**src/rtl/sar_seq_pkg.sv**
```systemverilog
// Constants shared by the conversion sequencer and its result buffer.
package sar_seq_pkg;

  // ------------------------------------------------------------
  // Resolution and output codes
  // ------------------------------------------------------------
  localparam int RESULT_BITS = 16;
  localparam int MSB_INDEX = RESULT_BITS - 1;
  localparam logic [15:0] CODE_ZERO = 16'h0000;
  localparam logic [15:0] CODE_MSB = 16'h8000;

  // ------------------------------------------------------------
  // Timing at the core clock
  // ------------------------------------------------------------
  localparam int CLOCK_MHZ = 200;
  localparam int FAST_PERIOD_NS = 400;
  localparam int NORMAL_PERIOD_NS = 500;
  localparam int APERTURE_NS = 10;
  localparam int SETTLE_NS = 10;
  localparam logic [7:0] FAST_PERIOD_CYCLES =
    8'((FAST_PERIOD_NS * CLOCK_MHZ + 999) / 1000);
  localparam logic [7:0] NORMAL_PERIOD_CYCLES =
    8'((NORMAL_PERIOD_NS * CLOCK_MHZ + 999) / 1000);
  localparam logic [3:0] APERTURE_CYCLES =
    4'((APERTURE_NS * CLOCK_MHZ + 999) / 1000);
  localparam logic [3:0] SETTLE_CYCLES =
    4'((SETTLE_NS * CLOCK_MHZ + 999) / 1000);

  // ------------------------------------------------------------
  // Result buffer shape
  // ------------------------------------------------------------
  localparam int FIFO_DEPTH = 32;
  localparam int FIFO_WIDTH = RESULT_BITS + 1;

  // ------------------------------------------------------------
  // Sequencer states
  // ------------------------------------------------------------
  typedef enum logic [2:0] {
    ST_ACQUIRE,
    ST_APERTURE,
    ST_OPEN_GROUND,
    ST_ISOLATE,
    ST_DECIDE,
    ST_PUBLISH
  } seq_state_t;

endpackage : sar_seq_pkg

```
**src/rtl/sar_conversion_sequencer.sv**
```systemverilog
// Successive-approximation conversion sequencer with its result FIFO.
`timescale 1ns/1ps

// ------------------------------------------------------------
// Result FIFO
// ------------------------------------------------------------
module sar_result_fifo #(
  parameter int WIDTH = 17,
  parameter int DEPTH = 32
) (
  input wire logic clock,
  input wire logic reset_n,
  input wire logic in_valid,
  output logic in_ready,
  input wire logic [WIDTH-1:0] in_data,
  output logic out_valid,
  input wire logic out_ready,
  output logic [WIDTH-1:0] out_data
);
  localparam int AW = $clog2(DEPTH);

  // Storage words, written at the write pointer.
  logic [WIDTH-1:0] mem [DEPTH];
  // Pointers and fill level of the storage.
  logic [AW-1:0] wr_ptr;
  logic [AW-1:0] rd_ptr;
  logic [AW:0] count;
  logic push;
  logic pop;

  // Full storage refuses words; the source must stall.
  assign in_ready = (count != (AW+1)'(DEPTH));
  assign push = in_valid && in_ready;
  // The output register takes a word when empty or drained.
  assign pop = (count != '0) && (!out_valid || out_ready);

  // Write side of the storage array.
  always_ff @(posedge clock) begin
    if (push) begin
      mem[wr_ptr] <= in_data;
    end
  end

  // Pointer and fill level bookkeeping.
  always_ff @(posedge clock or negedge reset_n) begin
    if (!reset_n) begin
      wr_ptr <= '0;
      rd_ptr <= '0;
      count <= '0;
    end else begin
      if (push) begin
        wr_ptr <= wr_ptr + 1'b1;
      end
      if (pop) begin
        rd_ptr <= rd_ptr + 1'b1;
      end
      if (push && !pop) begin
        count <= count + 1'b1;
      end else if (pop && !push) begin
        count <= count - 1'b1;
      end
    end
  end

  // Registered output stage so the port comes from a flip-flop.
  always_ff @(posedge clock or negedge reset_n) begin
    if (!reset_n) begin
      out_valid <= 1'b0;
      out_data <= '0;
    end else if (pop) begin
      out_valid <= 1'b1;
      out_data <= mem[rd_ptr];
    end else if (out_ready) begin
      out_valid <= 1'b0;
    end
  end

endmodule : sar_result_fifo

// ------------------------------------------------------------
// Conversion sequencer
// ------------------------------------------------------------
module sar_conversion_sequencer
  import sar_seq_pkg::*;
(
  input wire logic clock,
  input wire logic reset_n,
  input wire logic convert_start,
  input wire logic fast_mode,
  input wire logic comparator_high,
  output logic hold,
  output logic pos_array_ground_switch,
  output logic neg_array_ground_switch,
  output logic input_connect,
  output logic reference_ground,
  output logic [15:0] dac_bits,
  output logic power_on,
  output logic busy,
  output logic result_valid,
  input wire logic result_ready,
  output logic [15:0] result_code,
  output logic result_first_fast
);

  // Present state of the sequence.
  seq_state_t state;
  // Previous convert_start level, for edge detection.
  logic start_prev;
  // Cycles since the last accepted start, saturating.
  logic [7:0] period_cnt;
  // Wait counter for aperture and bit settling.
  logic [3:0] wait_cnt;
  // Bit under trial.
  logic [3:0] bit_idx;
  // Previous fast_mode level.
  logic fast_prev;
  // A fast-mode warm-up conversion is still owed.
  logic warm_pending;
  // Tag carried by the conversion now in flight.
  logic warm_tag;
  // Buffer handshake toward the result FIFO.
  logic fifo_in_ready;
  logic push;
  logic start_edge;
  logic rate_ok;
  logic start_take;
  logic [15:0] fifo_code;
  logic fifo_tag;

  // Least spacing of starts for the chosen mode.
  function automatic logic [7:0] min_period(input logic fast);
    min_period = fast ? FAST_PERIOD_CYCLES : NORMAL_PERIOD_CYCLES;
  endfunction : min_period

  // The internal clock and convert_start pace the sequence; fast_mode sets the start spacing and a full buffer stalls it.
  assign start_edge = convert_start && !start_prev;
  assign rate_ok = (period_cnt >= min_period(fast_mode) - 8'h01);
  assign start_take = start_edge && rate_ok && (state == ST_ACQUIRE);
  assign push = (state == ST_PUBLISH) && fifo_in_ready;

  // ------------------------------------------------------------
  // Start detection and rate limiting
  // ------------------------------------------------------------

  // Tracks the start level and the time since the last start.
  always_ff @(posedge clock or negedge reset_n) begin
    if (!reset_n) begin
      start_prev <= 1'b0;
      period_cnt <= 8'hFF;
    end else begin
      start_prev <= convert_start;
      if (start_take) begin
        period_cnt <= 8'h00;
      end else if (period_cnt != 8'hFF) begin
        period_cnt <= period_cnt + 8'h01;
      end
    end
  end

  // ------------------------------------------------------------
  // Sequence state machine
  // ------------------------------------------------------------

  // Steps from acquisition through bit trials to publication.
  always_ff @(posedge clock or negedge reset_n) begin
    if (!reset_n) begin
      state <= ST_ACQUIRE;
      wait_cnt <= 4'h0;
      bit_idx <= 4'h0;
    end else begin
      case (state)
        ST_ACQUIRE: begin
          if (start_take) begin
            state <= ST_APERTURE;
            wait_cnt <= 4'h0;
          end
        end
        ST_APERTURE: begin
          // Fixed delay from the edge to the hold instant.
          if (wait_cnt == APERTURE_CYCLES - 4'h1) begin
            state <= ST_OPEN_GROUND;
          end else begin
            wait_cnt <= wait_cnt + 4'h1;
          end
        end
        ST_OPEN_GROUND: begin
          // Ground switches open one cycle before isolation.
          state <= ST_ISOLATE;
        end
        ST_ISOLATE: begin
          state <= ST_DECIDE;
          bit_idx <= 4'(MSB_INDEX);
          wait_cnt <= 4'h0;
        end
        ST_DECIDE: begin
          // Each trial settles before the comparator is read.
          if (wait_cnt == SETTLE_CYCLES - 4'h1) begin
            wait_cnt <= 4'h0;
            if (bit_idx == 4'h0) begin
              state <= ST_PUBLISH;
            end else begin
              bit_idx <= bit_idx - 4'h1;
            end
          end else begin
            wait_cnt <= wait_cnt + 4'h1;
          end
        end
        ST_PUBLISH: begin
          // A full buffer stalls here until room appears.
          if (fifo_in_ready) begin
            state <= ST_ACQUIRE;
          end
        end
        default: begin
          state <= ST_ACQUIRE;
        end
      endcase
    end
  end

  // ------------------------------------------------------------
  // Capacitor array trial bits
  // ------------------------------------------------------------

  // Sets each trial bit and keeps it only if the comparator says so.
  always_ff @(posedge clock or negedge reset_n) begin
    if (!reset_n) begin
      dac_bits <= CODE_ZERO;
    end else if (state == ST_ISOLATE) begin
      // Largest element first: half of the reference span.
      dac_bits <= CODE_MSB;
    end else if (state == ST_DECIDE && wait_cnt == SETTLE_CYCLES - 4'h1) begin
      // The register cannot wrap, so over and underrange saturate.
      dac_bits[bit_idx] <= comparator_high;
      if (bit_idx != 4'h0) begin
        dac_bits[bit_idx - 4'h1] <= 1'b1;
      end
    end
  end

  // ------------------------------------------------------------
  // Analog switch controls
  // ------------------------------------------------------------

  // Ground switches close through acquisition and the aperture delay; inputs stay connected one cycle longer.
  always_ff @(posedge clock or negedge reset_n) begin
    if (!reset_n) begin
      hold <= 1'b0;
      pos_array_ground_switch <= 1'b1;
      neg_array_ground_switch <= 1'b1;
      input_connect <= 1'b1;
      reference_ground <= 1'b0;
    end else begin
      // Hold rises as the aperture delay expires.
      hold <= (state == ST_APERTURE && wait_cnt == APERTURE_CYCLES - 4'h1)
        || state == ST_OPEN_GROUND || state == ST_ISOLATE
        || state == ST_DECIDE;
      // The push into the buffer restores acquisition as busy falls, so idle is never half set.
      pos_array_ground_switch <= (state == ST_ACQUIRE) || (state == ST_APERTURE)
        || push;
      neg_array_ground_switch <= (state == ST_ACQUIRE) || (state == ST_APERTURE)
        || push;
      input_connect <= (state == ST_ACQUIRE) || (state == ST_APERTURE)
        || (state == ST_OPEN_GROUND) || push;
      reference_ground <= (state == ST_ISOLATE) || (state == ST_DECIDE);
    end
  end

  // ------------------------------------------------------------
  // Power and busy indication
  // ------------------------------------------------------------

  // Fast mode stays powered; normal mode powers only while converting.
  always_ff @(posedge clock or negedge reset_n) begin
    if (!reset_n) begin
      power_on <= 1'b0;
      busy <= 1'b0;
    end else begin
      power_on <= fast_mode || start_take
        || (state != ST_ACQUIRE && !push);
      busy <= start_take || (state != ST_ACQUIRE && !push);
    end
  end

  // ------------------------------------------------------------
  // Fast-mode warm-up tagging
  // ------------------------------------------------------------

  // Marks the first conversion after fast mode begins.
  always_ff @(posedge clock or negedge reset_n) begin
    if (!reset_n) begin
      fast_prev <= 1'b0;
      warm_pending <= 1'b0;
      warm_tag <= 1'b0;
    end else begin
      fast_prev <= fast_mode;
      if (start_take) begin
        // Normal-mode conversions are never tagged.
        warm_tag <= fast_mode && (warm_pending || !fast_prev);
      end
      // A start in the cycle fast mode begins takes the tag itself, so nothing stays pending.
      if (fast_mode && !fast_prev) begin
        warm_pending <= !start_take;
      end else if (start_take || !fast_mode) begin
        warm_pending <= 1'b0;
      end
    end
  end

  // ------------------------------------------------------------
  // Result buffer
  // ------------------------------------------------------------

  // Each pushed word is the code of the conversion just finished.
  sar_result_fifo #(
    .WIDTH(FIFO_WIDTH),
    .DEPTH(FIFO_DEPTH)
  ) u_fifo (
    .clock(clock),
    .reset_n(reset_n),
    .in_valid(state == ST_PUBLISH),
    .in_ready(fifo_in_ready),
    .in_data({warm_tag, dac_bits}),
    .out_valid(result_valid),
    .out_ready(result_ready),
    .out_data({fifo_tag, fifo_code})
  );

  assign result_code = fifo_code;
  assign result_first_fast = fifo_tag;

endmodule : sar_conversion_sequencer

```
**config.mk**
```make
export PLATFORM = sky130hd
export DESIGN_NAME = sar_conversion_sequencer
export DESIGN_NICKNAME = d
export VERILOG_FILES = /design/src/rtl/sar_seq_pkg.sv /design/src/rtl/sar_conversion_sequencer.sv
export SDC_FILE = /design/constraint.sdc
export NUM_CORES = 1
export LEC_CHECK = 0
export BUFFER_PORTS_ARGS = -buffer_cell sky130_fd_sc_hd__buf_4
export CAP_MARGIN = 0
export CELL_PAD_IN_SITES_DETAIL_PLACEMENT = 0
export CELL_PAD_IN_SITES_GLOBAL_PLACEMENT = 1
export CORE_AREA = 2 2 240 242
export DETAILED_ROUTE_END_ITERATION = 10
export DIE_AREA = 0 0 242 244
export PLACE_DENSITY_LB_ADDON = 0.1
export SLEW_MARGIN = 20
export SYNTH_ARGS = -nofsm -noshare
export SYNTH_HDL_FRONTEND = slang
export SYNTH_SLANG_ARGS = --single-unit
```
**constraint.sdc**
```tcl
create_clock -name clock -period 5.75 [get_ports clock]
set_input_delay 0.2875 -clock clock [delete_from_list [all_inputs] [get_ports clock]]
set_output_delay 0.2875 -clock clock [all_outputs]
set_load 0.01 [all_outputs]
```
==> metrics.md <==
| Metric | Value |
|---|---|
| Setup-failing EPs final | 0 |
| Leakage | 9.67 nW |
| Worst path required time | between 5 and 6 ns |
| Top_reg_cell synth | edfxtp_1 |
| CTS Buf Count | 66 |
| CTS tree | yes |
| Area contributors post-synth | edfxtp_1 65%, dfrtp_1 6.9%, mux4_2 6.0% |
| Sw frac | 0.312 |
| Fin crit period | 3.88 ns |
| Largest net degree at the start of global routing | 66 |
| # H-tree levels | 3 |
| Share of the synthesized area in the top cell type | 0.651 |
| Initial antenna violation count | 2 |
| Slew Viols, Final | 0 |
| Synth Warn # | 0 |
| DRT Wirelength | roughly 65 mm |
| Int Power | around 0.009 W |
| Vias in the first global route | 13500 |
| NetSw | ~0.0041 W |
| Tightest Hold Check Type | input pin to flip-flop |
| Antenna viol nets, final | 0 |
| GR Util All Layers | 0.222 |
| First-pass GRT wire length | 94.3 mm |
| Resized Gates After CTS | 0 |
| Via density | 5.81 |
| Fin crit share | 0.674 |
| Yosys reg bits | 623 |
| Register area | 18300 sq um |
| Util after Layout | 0.506 |
| Post-synthesis sequential area ratio | 0.730 |
| Post-synthesis cell count | roughly 1500 |
| I/O Buffers | 46 |
| Clk pwr share | 0.318 |
| RSZ-0062 raised after global routing | false |
| Setup crit start kind | flip-flop |
| Layout Nets | 1548 |
| Critical path peak fanout | 19 |
| Routed len/inst | about 28 microns |
| Root buf cell | clkbuf_16 |
| Max Freq | between 200 and 300 MHz |
| Total global routing overflow | 0 |
| Iter 0 DRT Violations | about 1300 |
| Max Root-Sink Buffers | 3 |
| Final GP Congestion | 0.829 |
| Share of post-route cells with drive strength above 1 | 0.200 |
| Final hold viol count | 0 |
| Worst Path Arrival | between 4 and 5 ns |
| Clk_lat worst skew | 0.61 ns |
| FFs w/ async S/R, synth | 0.127 |
| Post-Syn Nets | 1483 |
| Core ar. | 56200 sq um |
| Detailed Routing Iterations Pass 1 | 5 |
| Maximum capacitance violations | 0 |
| Post-Syn Area | 25100 sq um |
| Vias | between 10000 and 15000 |
| Die span in y | 244 microns |
| Clock skew | 0.0234 ns |
| Relative slew margins | 0.299 |
| I/O Pins | 47 |
| Actual slew at the worst max-slew pin | approximately 1.1 ns |
| Post-synth EDFFs | 544 |
| Syn_area_per_cell | 17.3 sq um |
| PD cells | around 460 nW/um^2 |
| # clock sinks | 623 |
| Fill cells | 4662 |
| Starting density of the core | 0.447 |
| Commonest cells post-synth | 544 x edfxtp_1, 118 x mux2i_1, 70 x nor2_1 |
| Count leader, synth | edfxtp_1 |
| Yosys top cell by area | edfxtp_1 |
| DRC viols | 0 |
| Status | finished, final reports clean |
| Area of the multi-input gates | 6300 sq um |
| TNS Setup | 0 ns |
| Die Area | 59000 sq um |
| Critical path endpoint category | flip-flop |
| Rows | just under 90 |
| Die width | 242 microns |
| Register share of total power | 0.420 |
| Gate power share | 0.262 |
| Count of cell types in the netlist | 72 |
| Critical path type | flip-flop to flip-flop |
| VDD IR max | about 0.26 mV |
| Area growth, synth to finish | 13.2% |
| Clock slew at reported path FFs | 0.06 ns |
| DP HPWL | 39.6 mm |
[area by class of cell]
type                    instances  share of cell area
diodes                          1           0.0000881
clock buffers                  86              0.0656
clock inverters                34             0.00837
inverters                      20             0.00264
multi-input cells             726               0.222
flip-flops and latches        623               0.645
well taps                     756              0.0333
repair buffers                 83              0.0231
[timing repair]
action,4_1_cts,5_1_grt
hold buffers,3,0
buffers inserted,0,0
endpoints found under the hold margin,24,0
[metrics by stage]
step	instance area, sq um	power [W]	instances	setup slack (ns)	hold WS, ns
2_1_floorplan	25100	0.00781	1455	3.08	-0.00809
3_3_place_gp	26300	0.00898	2205	2.00	0.225
3_5_place_dp	26300	0.00900	2205	1.87	0.227
4_1_cts	28400	0.0131	2328	1.84	0.00698
5_1_grt	28400	0.0135	2328	1.63	0.0432
6_report	28400	0.0130	2329	1.87	0.0539
[layout by cell type, fill, tap and decap left out, drive strengths merged, types with 24 or more instances in the layout]
cell type and count:
o21ai 38, nor2 70, clkbuf 86, buf 80, clkinv 29, nand3 35, nand2 69, mux2i 118
o22ai 46, a21oi 24, mux4 67, dfrtp 69, edfxtp 544
[cell families after synthesis]
logic type | share of synthesized area
flip-flops | 0.730
AND/OR/NAND/NOR | 0.0479
AO/OA/AOI/OAI | 0.0672
multiplexers | 0.115
buffers and inverters | 0.0233
adder cells (fa/ha/maj) | 0.0113
XOR/XNOR | 0.00558
[power by group through the flow]
stage                     clock network (W)  logic (W)  registers (W)
final                               0.00414    0.00342        0.00547
after global routing                0.00440    0.00363        0.00550
after CTS                           0.00423    0.00344        0.00548
after detailed placement                  0    0.00343        0.00557
after global placement                    0    0.00342        0.00556
after floorplan                           0    0.00240        0.00540
[critical path, stage by stage, from the launching register on]
cell and delay (ns):
dfrtp_1 0.69, inv_1 0.21, a31o_2 0.29, nor3_2 0.57, nand2_1 0.71, nor2_2 1.01
[flip-flops by register name, indices dropped and copies added (netlist names), 3 cells and up]
register         count
u_fifo.count         6
state                3
period_cnt           8
u_fifo.rd_ptr        5
dac_bits            16
bit_idx              4
u_fifo.mem         544
u_fifo.wr_ptr        5
wait_cnt             4
u_fifo.out_data     17
[final timing paths]
kind | startpoint | endpoint | cells past startpoint | slack [ns]
worst min register to register | period_cnt[2] | period_cnt[2] | 2 | 0.53
worst min-delay path | result_ready | u_fifo.out_valid | 3 | 0.05
max in group asynchronous | reset_n | u_fifo.rd_ptr[1] | 3 | 4.33
worst max register to register | state[0] | u_fifo.mem[8][16] | 5 | 1.87
min in group asynchronous | reset_n | busy | 2 | 0.15
worst max-delay path | state[0] | u_fifo.mem[8][16] | 5 | 1.87
[metal layers]
metal,track usage,vias up,part of all wire
met1,0.302,7098,0.43
met3,0.0404,95,0.050
li1,-,5963,-
met4,0.0712,0,0.028
met2,0.366,375,0.49
met5,0,-,0
(Power assumes the default switching activity.)
